`config.mk`:
```
export PLATFORM = sky130hd
export DESIGN_NAME = sblu_engine
export DESIGN_NICKNAME = d
export VERILOG_FILES = /design/src/core/sblu_hexacc.v /design/src/core/sblu_engine.v
export VERILOG_INCLUDE_DIRS = /design/src /design/src/core
export SDC_FILE = /design/constraint.sdc
export NUM_CORES = 1
export LEC_CHECK = 0
export BUFFER_PORTS_ARGS = -buffer_cell sky130_fd_sc_hd__buf_2
export CAP_MARGIN = 40
export CORE_AREA = 5 5 143 145
export DETAILED_ROUTE_END_ITERATION = 8
export DIE_AREA = 0 0 148 150
export GPL_ROUTABILITY_DRIVEN = 0
export PLACE_DENSITY = 0.82
export SLEW_MARGIN = 10
export SYNTH_ARGS = -nofsm -noshare
export SYNTH_HDL_FRONTEND = slang
export SYNTH_SLANG_ARGS = --single-unit
```
`constraint.sdc`:
```
create_clock -name clock -period 3.8 [get_ports clock]
set_input_delay 0.76 -clock clock [delete_from_list [all_inputs] [get_ports clock]]
set_output_delay 0.76 -clock clock [all_outputs]
set_load 0.02 [all_outputs]
```
`src/core/sblu_defs.vh`:
```
// Constants for the serial binary load and unload engine
`ifndef SBLU_DEFS_VH
`define SBLU_DEFS_VH
`define SBLU_CLK_HZ 64'h7735940
`define SBLU_TMO_SEC 60
`define SBLU_DIR_BIT 31
`define SBLU_CH_CR 8'h0d
`define SBLU_CH_SP 8'h20
`define SBLU_CH_DEL 8'h7f
`define SBLU_CH_BS 8'h08
`define SBLU_CH_X 8'h58
`define SBLU_CH_XL 8'h78
`define SBLU_CH_ETX 8'h03
`define SBLU_CH_XON 8'h11
`define SBLU_CH_XOFF 8'h13
`define SBLU_CH_SI 8'h0f
`define SBLU_MSG_PROMPT 2'h0
`define SBLU_MSG_ERROR 2'h1
`define SBLU_MSG_TMO 2'h2
`define SBLU_MSG_ABORT 2'h3
`endif

```
`src/core/sblu_hexacc.v`:
```
// Hex argument accumulator for address and count fields
`timescale 1ns/1ns
`default_nettype none
module sblu_hexacc #(
    parameter W = 32
) (
    // Clock and reset
    input wire clock,
    input wire sys_rst,
    // Control
    input wire clear,
    input wire push,
    input wire [7:0] ch,
    // Result
    output reg [W-1:0] value_q,
    output reg bad_q
);
    reg [3:0] nib;
    reg ok;
    always @*
    begin
        nib = 4'h0;
        ok = 1'b1;
        if (ch >= 8'h30 && ch <= 8'h39)
            nib = ch[3:0];
        else if ((ch >= 8'h41 && ch <= 8'h46) || (ch >= 8'h61 && ch <= 8'h66))
            nib = ch[3:0] + 4'h9;
        else
            ok = 1'b0;
    end
    always @(posedge clock)
    begin
        if (sys_rst || clear)
        begin
            value_q <= {W{1'b0}};
            bad_q <= 1'b0;
        end
        else if (push)
        begin
            value_q <= {value_q[W-5:0], nib};
            if (!ok)
                bad_q <= 1'b1;
        end
    end
endmodule // sblu_hexacc
`default_nettype wire

```
`src/core/sblu_engine.v`:
```
// Binary load and unload command engine for the console serial line
`timescale 1ns/1ns
`default_nettype none
`include "sblu_defs.vh"
module sblu_engine #(
    parameter TMO_CYC = `SBLU_TMO_SEC * `SBLU_CLK_HZ,
    parameter CNT_W = 31
) (
    // Clock and reset
    input wire clock,
    input wire sys_rst,
    // Receive byte stream from the serial receiver
    input wire rx_valid,
    input wire [7:0] rx_data,
    input wire rx_err,
    // Transmit byte stream to the serial transmitter
    output reg tx_valid_q,
    output reg [7:0] tx_data_q,
    input wire tx_ready,
    // Console message requests
    output reg msg_valid_q,
    output reg [1:0] msg_code_q,
    input wire msg_ready,
    // Memory port
    output reg mem_wr_q,
    output reg mem_rd_q,
    output reg [31:0] mem_addr_q,
    output reg [7:0] mem_wdata_q,
    input wire mem_ack,
    input wire [7:0] mem_rdata,
    input wire mem_err,
    // Line handling status
    output reg echo_q,
    output reg flow_en_q,
    output reg busy_q
);
    localparam S_IDLE = 4'h0;
    localparam S_ADDR = 4'h1;
    localparam S_CNT = 4'h2;
    localparam S_CSUM = 4'h3;
    localparam S_MSG = 4'h4;
    localparam S_LDATA = 4'h5;
    localparam S_LWR = 4'h6;
    localparam S_LSUM = 4'h7;
    localparam S_URD = 4'h8;
    localparam S_USEND = 4'h9;
    localparam S_UCSUM = 4'ha;
    localparam S_IGN = 4'hb;

    reg [3:0] st_q;
    reg [7:0] sum_q;
    reg [CNT_W-1:0] left_q;
    reg err_q;
    reg dir_q;
    reg hold_q;
    reg quiet_q;
    // Sixty seconds of clocks needs more than 32 bits
    reg [32:0] tmo_q;
    reg [3:0] after_st_q;
    reg acc_clr_q;
    reg a_push;
    reg c_push;
    wire [31:0] addr_v;
    wire [31:0] cnt_v;
    wire a_bad;
    wire c_bad;
    wire rx_bs = rx_data == `SBLU_CH_DEL || rx_data == `SBLU_CH_BS;

    sblu_hexacc #(.W(32)) u_addr (
        .clock(clock), .sys_rst(sys_rst), .clear(acc_clr_q),
        .push(a_push), .ch(rx_data), .value_q(addr_v), .bad_q(a_bad)
    );
    sblu_hexacc #(.W(32)) u_cnt (
        .clock(clock), .sys_rst(sys_rst), .clear(acc_clr_q),
        .push(c_push), .ch(rx_data), .value_q(cnt_v), .bad_q(c_bad)
    );

    always @*
    begin
        a_push = rx_valid && st_q == S_ADDR && rx_data != `SBLU_CH_SP
            && !rx_bs;
        c_push = rx_valid && st_q == S_CNT && rx_data != `SBLU_CH_CR
            && !rx_bs;
    end

    always @(posedge clock)
    begin
        if (sys_rst)
        begin
            st_q <= S_IDLE;
            sum_q <= 8'h00;
            left_q <= {CNT_W{1'b0}};
            err_q <= 1'b0;
            dir_q <= 1'b0;
            hold_q <= 1'b0;
            quiet_q <= 1'b0;
            tmo_q <= 33'h0;
            after_st_q <= S_IDLE;
            acc_clr_q <= 1'b1;
            tx_valid_q <= 1'b0;
            tx_data_q <= 8'h00;
            msg_valid_q <= 1'b0;
            msg_code_q <= `SBLU_MSG_PROMPT;
            mem_wr_q <= 1'b0;
            mem_rd_q <= 1'b0;
            mem_addr_q <= 32'h0;
            mem_wdata_q <= 8'h00;
            echo_q <= 1'b1;
            flow_en_q <= 1'b1;
            busy_q <= 1'b0;
        end
        else
        begin
            acc_clr_q <= 1'b0;
            tmo_q <= tmo_q + 33'h1;
            if (rx_valid)
                tmo_q <= 33'h0;
            if (tx_valid_q && tx_ready)
                tx_valid_q <= 1'b0;
            if (mem_ack)
            begin
                mem_wr_q <= 1'b0;
                mem_rd_q <= 1'b0;
            end
            case (st_q)
            S_IDLE:
            begin
                echo_q <= 1'b1;
                flow_en_q <= 1'b1;
                busy_q <= 1'b0;
                sum_q <= 8'h00;
                if (rx_valid && (rx_data == `SBLU_CH_X
                    || rx_data == `SBLU_CH_XL))
                begin
                    sum_q <= rx_data;
                    acc_clr_q <= 1'b1;
                    busy_q <= 1'b1;
                    st_q <= S_IGN;
                end
            end
            S_IGN:
                // Expect the single space between verb and address
                if (rx_valid && !rx_bs)
                begin
                    sum_q <= sum_q + rx_data;
                    if (rx_data == `SBLU_CH_SP)
                        st_q <= S_ADDR;
                end
            S_ADDR:
                // Rubout handling is simplified: rubout bytes are ignored and the rubbed byte stays
                if (rx_valid && !rx_bs)
                begin
                    sum_q <= sum_q + rx_data;
                    if (rx_data == `SBLU_CH_SP)
                        st_q <= S_CNT;
                end
            S_CNT:
                if (rx_valid && !rx_bs)
                begin
                    if (rx_data == `SBLU_CH_CR)
                    begin
                        echo_q <= 1'b0;
                        flow_en_q <= 1'b0;
                        tmo_q <= 33'h0;
                        st_q <= S_CSUM;
                    end
                    else
                        sum_q <= sum_q + rx_data;
                end
            S_CSUM:
                if (rx_valid)
                begin
                    dir_q <= cnt_v[`SBLU_DIR_BIT];
                    left_q <= cnt_v[CNT_W-1:0];
                    mem_addr_q <= addr_v;
                    err_q <= 1'b0;
                    msg_valid_q <= 1'b1;
                    if ((sum_q + rx_data) == 8'h00 && !a_bad && !c_bad)
                    begin
                        msg_code_q <= `SBLU_MSG_PROMPT;
                        sum_q <= 8'h00;
                        after_st_q <= cnt_v[`SBLU_DIR_BIT] ? S_URD : S_LDATA;
                    end
                    else
                    begin
                        msg_code_q <= `SBLU_MSG_ERROR;
                        after_st_q <= S_IDLE;
                    end
                    st_q <= S_MSG;
                end
                else if (tmo_q >= TMO_CYC - 1)
                begin
                    msg_valid_q <= 1'b1;
                    msg_code_q <= `SBLU_MSG_TMO;
                    after_st_q <= S_IDLE;
                    st_q <= S_MSG;
                end
            S_MSG:
                if (msg_valid_q && msg_ready)
                begin
                    msg_valid_q <= 1'b0;
                    tmo_q <= 33'h0;
                    hold_q <= 1'b0;
                    quiet_q <= 1'b0;
                    if (after_st_q == S_LDATA && left_q == {CNT_W{1'b0}})
                        st_q <= S_LSUM;
                    else if (after_st_q == S_URD && left_q == {CNT_W{1'b0}})
                        st_q <= S_UCSUM;
                    else
                        st_q <= after_st_q;
                end
            S_LDATA:
                // Each byte is written before the next is taken; bytes arriving during the write are lost
                if (rx_valid)
                begin
                    sum_q <= sum_q + rx_data;
                    if (rx_err)
                        err_q <= 1'b1;
                    mem_wdata_q <= rx_data;
                    mem_wr_q <= 1'b1;
                    left_q <= left_q - 1'b1;
                    st_q <= S_LWR;
                end
                else if (tmo_q >= TMO_CYC - 1)
                begin
                    msg_valid_q <= 1'b1;
                    msg_code_q <= `SBLU_MSG_TMO;
                    after_st_q <= S_IDLE;
                    st_q <= S_MSG;
                end
            S_LWR:
                if (mem_ack)
                begin
                    if (mem_err)
                        err_q <= 1'b1;
                    mem_addr_q <= mem_addr_q + 32'h1;
                    st_q <= (left_q == {CNT_W{1'b0}}) ? S_LSUM : S_LDATA;
                end
            S_LSUM:
                if (rx_valid)
                begin
                    msg_valid_q <= 1'b1;
                    msg_code_q <= (err_q || rx_err
                        || (sum_q + rx_data) != 8'h00)
                        ? `SBLU_MSG_ERROR : `SBLU_MSG_PROMPT;
                    after_st_q <= S_IDLE;
                    st_q <= S_MSG;
                end
                else if (tmo_q >= TMO_CYC - 1)
                begin
                    msg_valid_q <= 1'b1;
                    msg_code_q <= `SBLU_MSG_TMO;
                    after_st_q <= S_IDLE;
                    st_q <= S_MSG;
                end
            S_URD:
            begin
                if (rx_valid && rx_data == `SBLU_CH_ETX)
                begin
                    msg_valid_q <= 1'b1;
                    msg_code_q <= `SBLU_MSG_ABORT;
                    after_st_q <= S_IDLE;
                    st_q <= S_MSG;
                end
                else if (!hold_q && !mem_rd_q && !tx_valid_q)
                begin
                    mem_rd_q <= 1'b1;
                    st_q <= S_USEND;
                end
                if (rx_valid && rx_data == `SBLU_CH_XOFF)
                    hold_q <= 1'b1;
                if (rx_valid && rx_data == `SBLU_CH_XON)
                    hold_q <= 1'b0;
                if (rx_valid && rx_data == `SBLU_CH_SI)
                    quiet_q <= !quiet_q;
            end
            S_USEND:
                if (mem_ack)
                begin
                    // Suppressed output still advances the transfer
                    tx_valid_q <= !quiet_q;
                    tx_data_q <= mem_rdata;
                    sum_q <= sum_q + mem_rdata;
                    mem_addr_q <= mem_addr_q + 32'h1;
                    left_q <= left_q - 1'b1;
                    st_q <= (left_q == {{(CNT_W-1){1'b0}}, 1'b1})
                        ? S_UCSUM : S_URD;
                end
            S_UCSUM:
                if (!tx_valid_q)
                begin
                    tx_valid_q <= 1'b1;
                    tx_data_q <= 8'h00 - sum_q;
                    st_q <= S_IDLE;
                end
            default:
                st_q <= S_IDLE;
            endcase
        end
    end
endmodule // sblu_engine
`default_nettype wire

```
# Word-level counts from Yosys, hierarchy flattened
# Index checks and enable logic that the tools add are counted.
[classes]
addsub = 7
n_lt_le_gt_ge = 7
n_eq_ne = 50
n_mux = 98
bitwise_logic = 1
reduce_logical = 66
[ops]
columns = ["operator", "count"]
rows = [
  ["$mux W33", 4],
  ["$mux W4", 27],
  ["$mux W31", 3],
  ["$pmux W31 S3", 1],
  ["$mux W8", 10],
  ["$pmux W33 S2", 1],
  ["$mux W32", 2],
  ["$pmux W32 S2", 1],
  ["$pmux W8 S6", 1],
  ["$pmux W4 S11", 1],
  ["$add A33 B1 Y33 const B", 1],
  ["$ge A33 B33 Y1 const B", 1],
  ["$add A32 B1 Y32 const B", 1],
  ["$ne A2 B2 Y1 const B", 16],
  ["$eq A31 B1 Y1 const B", 1],
  ["$logic_not A31 Y1", 1],
  ["$mux W1", 31],
  ["$sub A31 B1 Y31 const B", 1],
  ["$eq A8 B4 Y1 const B", 3],
  ["$eq A8 B7 Y1 const B", 3],
  ["$logic_and A1 B1 Y1", 23],
  ["$eq A4 B3 Y1 const B", 5],
  ["$eq A4 B4 Y1 const B", 5],
  ["$reduce_and A3 Y1", 6],
  ["other kinds (39)", 80],
]
[word_totals]
reg_bits = 206
output_inout_bits = 57
word_cells = 252

# Longest topological paths before layout
[logic_depth]
ltp_word = 7
depth_mapped = 11

# Hierarchy
# From an unflattened synthesis, not the netlist that was laid out.
[unflattened]
hier_cells = 1420
hier_area_um2 = 11533.6
[modules_own_cells]
columns = ["module", "n_inst", "cells_each", "area_each_um2", "seq_area_each_um2"]
rows = [
  ["sblu_engine", 1, 1149, 8769.7, 2802.7],
  ["sblu_hexacc (u_addr)", 1, 135, 1401.3, 660.6],
  ["sblu_hexacc (u_cnt)", 1, 136, 1362.6, 660.6],
]

# Worst setup path before layout
# OpenSTA, ideal clock, no wires.
[synth_timing]
path_type = "input to register"
startpoint = "input rx_data[0]"
endpoint = "register msg_code_q[0]"
setup_ns = 0.134
arrival_ns = 3.208
path_slack_ns = 0.459
cell_stages = 9
cell_sequence = "ha_1 > fa_1 > a211o_1 > a21oi_1 > o221ai_1 > or4_1 > or4_1 > a41oi_1 > a311oi_1"
[synth_between]
elab_chain_cells = 7
[synth_rtl]
columns = ["item", "line_no", "text"]
rows = [
  ["from (decl)", "sblu_engine.v:14", "input wire [7:0] rx_data,"],
  ["$add A8 B8 Y8", "sblu_engine.v:178, sblu_engine.v:244", ""],
  ["$logic_not A8 Y1", "sblu_engine.v:178", "if ((sum_q + rx_data) == 8'h00 && !a_bad && !c_bad)"],
  ["$logic_and A1 B1 Y1 (2 in series)", "sblu_engine.v:178", ""],
  ["$mux W1", "sblu_engine.v:178", ""],
  ["$mux W2", "sblu_engine.v:171", "if (rx_valid)"],
  ["$pmux W2 S4", "sblu_engine.v:125", "case (st_q)"],
  ["to (signal assigned)", "sblu_engine.v:180", "msg_code_q <= `SBLU_MSG_PROMPT;"],
  ["to (signal assigned)", "sblu_engine.v:186", "msg_code_q <= `SBLU_MSG_ERROR;"],
  ["to (signal assigned)", "sblu_engine.v:194", "msg_code_q <= `SBLU_MSG_TMO;"],
  ["to (decl)", "sblu_engine.v:22", "output reg [1:0] msg_code_q,"],
]
# Several ways; a longest one is shown, not always the timed one.
# A chain may end at the register's enable or synchronous reset.

# Worst setup path after layout
[layout_timing]
startpoint = "input rx_data[0]"
endpoint = "register sum_q[1]"
[layout_between]
elab_chain_cells = 6
[layout_rtl]
columns = ["item", "line_no", "text"]
rows = [
  ["$add A8 B8 Y8, or another cell as far along", "--", ""],
  ["$logic_not A8 Y1 / $logic_or A1 B1 Y1 (equally long branches)", "--", ""],
  ["$logic_and A1 B1 Y1 / $logic_not A1 Y1 (equally long branches)", "--", ""],
  ["$logic_and A1 B1 Y1, on equally long branches", "--", ""],
  ["$ne A2 B2 Y1 (no line) / $ne A2 B1 Y1 (equally long branches)", "--", ""],
  ["$reduce_and A8 Y1 (no line)", "--", ""],
  ["to (signal assigned)", "sblu_engine.v:153", "sum_q <= sum_q + rx_data;"],
  ["to (signal assigned)", "sblu_engine.v:168", "sum_q <= sum_q + rx_data;"],
  ["to (signal assigned)", "sblu_engine.v:216", "sum_q <= sum_q + rx_data;"],
  ["to (decl)", "sblu_engine.v:51", "reg [7:0] sum_q;"],
]
# Several ways; a longest one is shown, not always the timed one. The select of a mux whose other input is x is not followed.

==> flow_summary.json <==
{
  "status": "complete, no violations",
  "viasPerCell": 6.306,
  "synthFlopType": "dfxtp_1",
  "crit_chain": "buf_2 -> ha_1 -> fa_1 -> a211o_1 -> and3_1 -> o311ai_2 -> nor4_2 -> a2111oi_4 -> nor2_1 -> o31ai_1",
  "finalPower_w": 0.006461,
  "vias": 11070,
  "slew_headroom_pct": 41.22,
  "most-common-layout-cells": "221 x nand2_1, 206 x dfxtp_1, 183 x nor2_1",
  "synthDistinctLibCells": 77,
  "p_leak_nw": 4.440,
  "avgSynthCellArea_um2": 7.559,
  "drc": 0,
  "postRouteAntennaNets": 0,
  "routedWlPerCell_um": 16.88,
  "fin_crit_sh_pct": 87.09,
  "skew_ps": 11.11,
  "drv_cap": 0,
  "first_pass_iters": 6,
  "rr_endpoint": "sum_q[1]",
  "grt_max_degree": 65,
  "die_width_um": 148,
  "routed_wl_um": 29640,
  "max_slew.worst_pin.slew_ps": 880.5,
  "worst_path_max_delay_cell": "a2111oi_4",
  "antenna_found_initial": 0,
  "cts_resized": 0,
  "num_rows": 51,
  "num-nets-final": 1551,
  "ys_seq_area_share_pct": 37.14,
  "max_freq_ghz": 0.3022,
  "dp_hpwl_um": 19940,
  "slew_viol_final": 0,
  "power_density_nw_per_um2": 521.2,
  "cts_buffers": 22,
  "grt_pass1_vias": 10010,
  "syn_nets": 1517,
  "hold_path_end": "tmo_q[0]",
  "worstSetupEndpointType": "flip-flop",
  "cp_num_buf_inv": 1,
  "min-delay-start": "tmo_q[0]",
  "synth_edf_count": 0,
  "regToRegStartpoint": "sum_q[0]",
  "required_ps": 4210,
  "start_util_pct": 58.20,
  "setup_viol": 0,
  "ir_drop_mv": 0.3652,
  "period_minus_slack_ps": 3309,
  "synthArstFlopShare_pct": 0,
  "r2r_cells": 9,
  "clkLatencyLatePin_ps": 510,
  "first_iter_violations": 1069,
  "max_stage_delay_ps": 610,
  "critical_path_peak_fanout": 10,
  "syn_to_final_growth_pct": 11.64,
  "ios": 81,
  "critPathTopFamily": "compound AO/OA/AOI/OAI gates",
  "crit_type": "input port to flip-flop",
  "hold_depth": 1,
  "cts_setup_buffers": 0,
  "setup_tns_ps": 0,
  "path_clk_slew_ps": 60,
  "cts_hold_buf": 0,
  "port_buffers": 80,
  "hold_viol_final": 0,
  "crit_arrival_ps": 3720,
  "syn_area_um2": 11100,
  "syn_inst": 1469,
  "grt_pass1_wl_um": 49200,
  "die_area_um2": 22200,
  "drive_gt1_share_pct": 11.40,
  "reg2reg_slack_ps": 540,
  "rsz0062_at_grt": "false",
  "coreArea_um2": 19080,
  "ys_ff_latch": 206,
  "crit_path_start": "rx_data[0]",
  "antenna_cells": 0,
  "chipHeight_um": 150,
  "final_common_cell": "nand2_1",
  "clk_path_buf_depth": 3,
  "ys_warn_count": 0,
  "cts_tree": "built",
  "grt-ovfl-total": 0,
  "hold_class": "flip-flop to flip-flop",
  "htreeDepth": 1,
  "clock-sinks": 206,
  "cp-start-kind": "input port",
  "root_buffer": "clkbuf_16",
  "track_usage_pct": 25.85
}
==> metrics by stage <==
| step | std cells | setup slack [ps] | instance area (µm²) | utilization, % | hold slack [ps] |
|---|---|---|---|---|---|
| final | 1756 | 490.5 | 12400 | 64.97 | 454.3 |
| after global routing | 1756 | 336.9 | 12400 | 64.97 | 483.8 |
| after CTS | 1756 | 525.8 | 12400 | 64.97 | 456.7 |
| after detailed placement | 1717 | -1.474 | 11680 | 61.22 | 447.5 |
| after global placement | 1717 | 144.7 | 11680 | 61.22 | 437.0 |
| after floorplan | 1469 | 458.6 | 11100 | - | 425.5 |
==> report_power, final <==
part	leakage [nW]	switching, W	internal [W]
combinational	2.42	0.00122	0.000693
sequential	1.66	0.000159	0.00225
clock	0.356	0.000867	0.00127
==> final cells by class <==
cell class / count / area, µm²
Clock inverter: 5 / 50.05
Timing Repair Buffer: 108 / 613.1
Fill cell: 1643 / 6683
Sequential cell: 206 / 4124
Inverter: 27 / 101.3
Tap cell: 238 / 297.8
Clock buffer: 34 / 666.9
Multi-Input combinational cell: 1138 / 6544
==> worst max path at each step <==
stage                          endpoint  cells past startpoint
after floorplan           msg_code_q[0]                      9
after global placement         sum_q[7]                     10
after detailed placement       sum_q[1]                     10
after CTS                      sum_q[1]                     10
after global routing           sum_q[1]                     10
final                          sum_q[1]                     10
==> logic make-up after synthesis <==
kind of cell / after synthesis / synth area share (%)
xor gates and xnor gates: 43 / 3.392
buffers and inverters: 125 / 4.270
and+or+nand+nor: 650 / 28.17
muxes: 14 / 1.273
AOI/OAI and AO/OA: 407 / 22.92
adders and majority gates: 24 / 2.839
DFF: 206 / 37.14
==> cells in the mapped netlist (13+ instances only) <==
master | count | area, µm²
o31ai_1 | 15 | 112.6
or4_1 | 17 | 127.6
inv_1 | 26 | 97.59
a22oi_1 | 18 | 135.1
ha_1 | 22 | 275.3
mux2i_1 | 13 | 130.1
dfxtp_1 | 206 | 4124
clkbuf_1 | 94 | 352.8
nand3_1 | 47 | 235.2
a211oi_1 | 23 | 172.7
nand4_1 | 22 | 137.6
o22ai_1 | 14 | 87.58
o21ai_0 | 70 | 350.3
a31oi_1 | 15 | 93.84
and3_1 | 18 | 112.6
nand2_1 | 221 | 829.6
nor3_1 | 31 | 155.2
nor2_1 | 185 | 694.4
xor2_1 | 28 | 245.2
nand2b_1 | 16 | 100.1
xnor2_1 | 15 | 131.4
a21oi_1 | 168 | 840.8
==> sequential cells by signal, summed over array words and instances (netlist names), 2 cells and up <==
name            count
msg_code_q          2
mem_wdata_q         8
u_cnt.value_q      32
left_q             31
after_st_q          4
mem_addr_q         32
u_addr.value_q     32
tx_data_q           8
tmo_q              33
sum_q               8
st_q                4
==> per-layer routing <==
metal / wire [µm] / track usage [%]
met1: 12800 / 35.85
met2: 13570 / 41.72
met3: 2537 / 3.786
met4: 729 / 8.222
met5: 0 / 0
No activity file was read; power rests on OpenSTA's default activity.
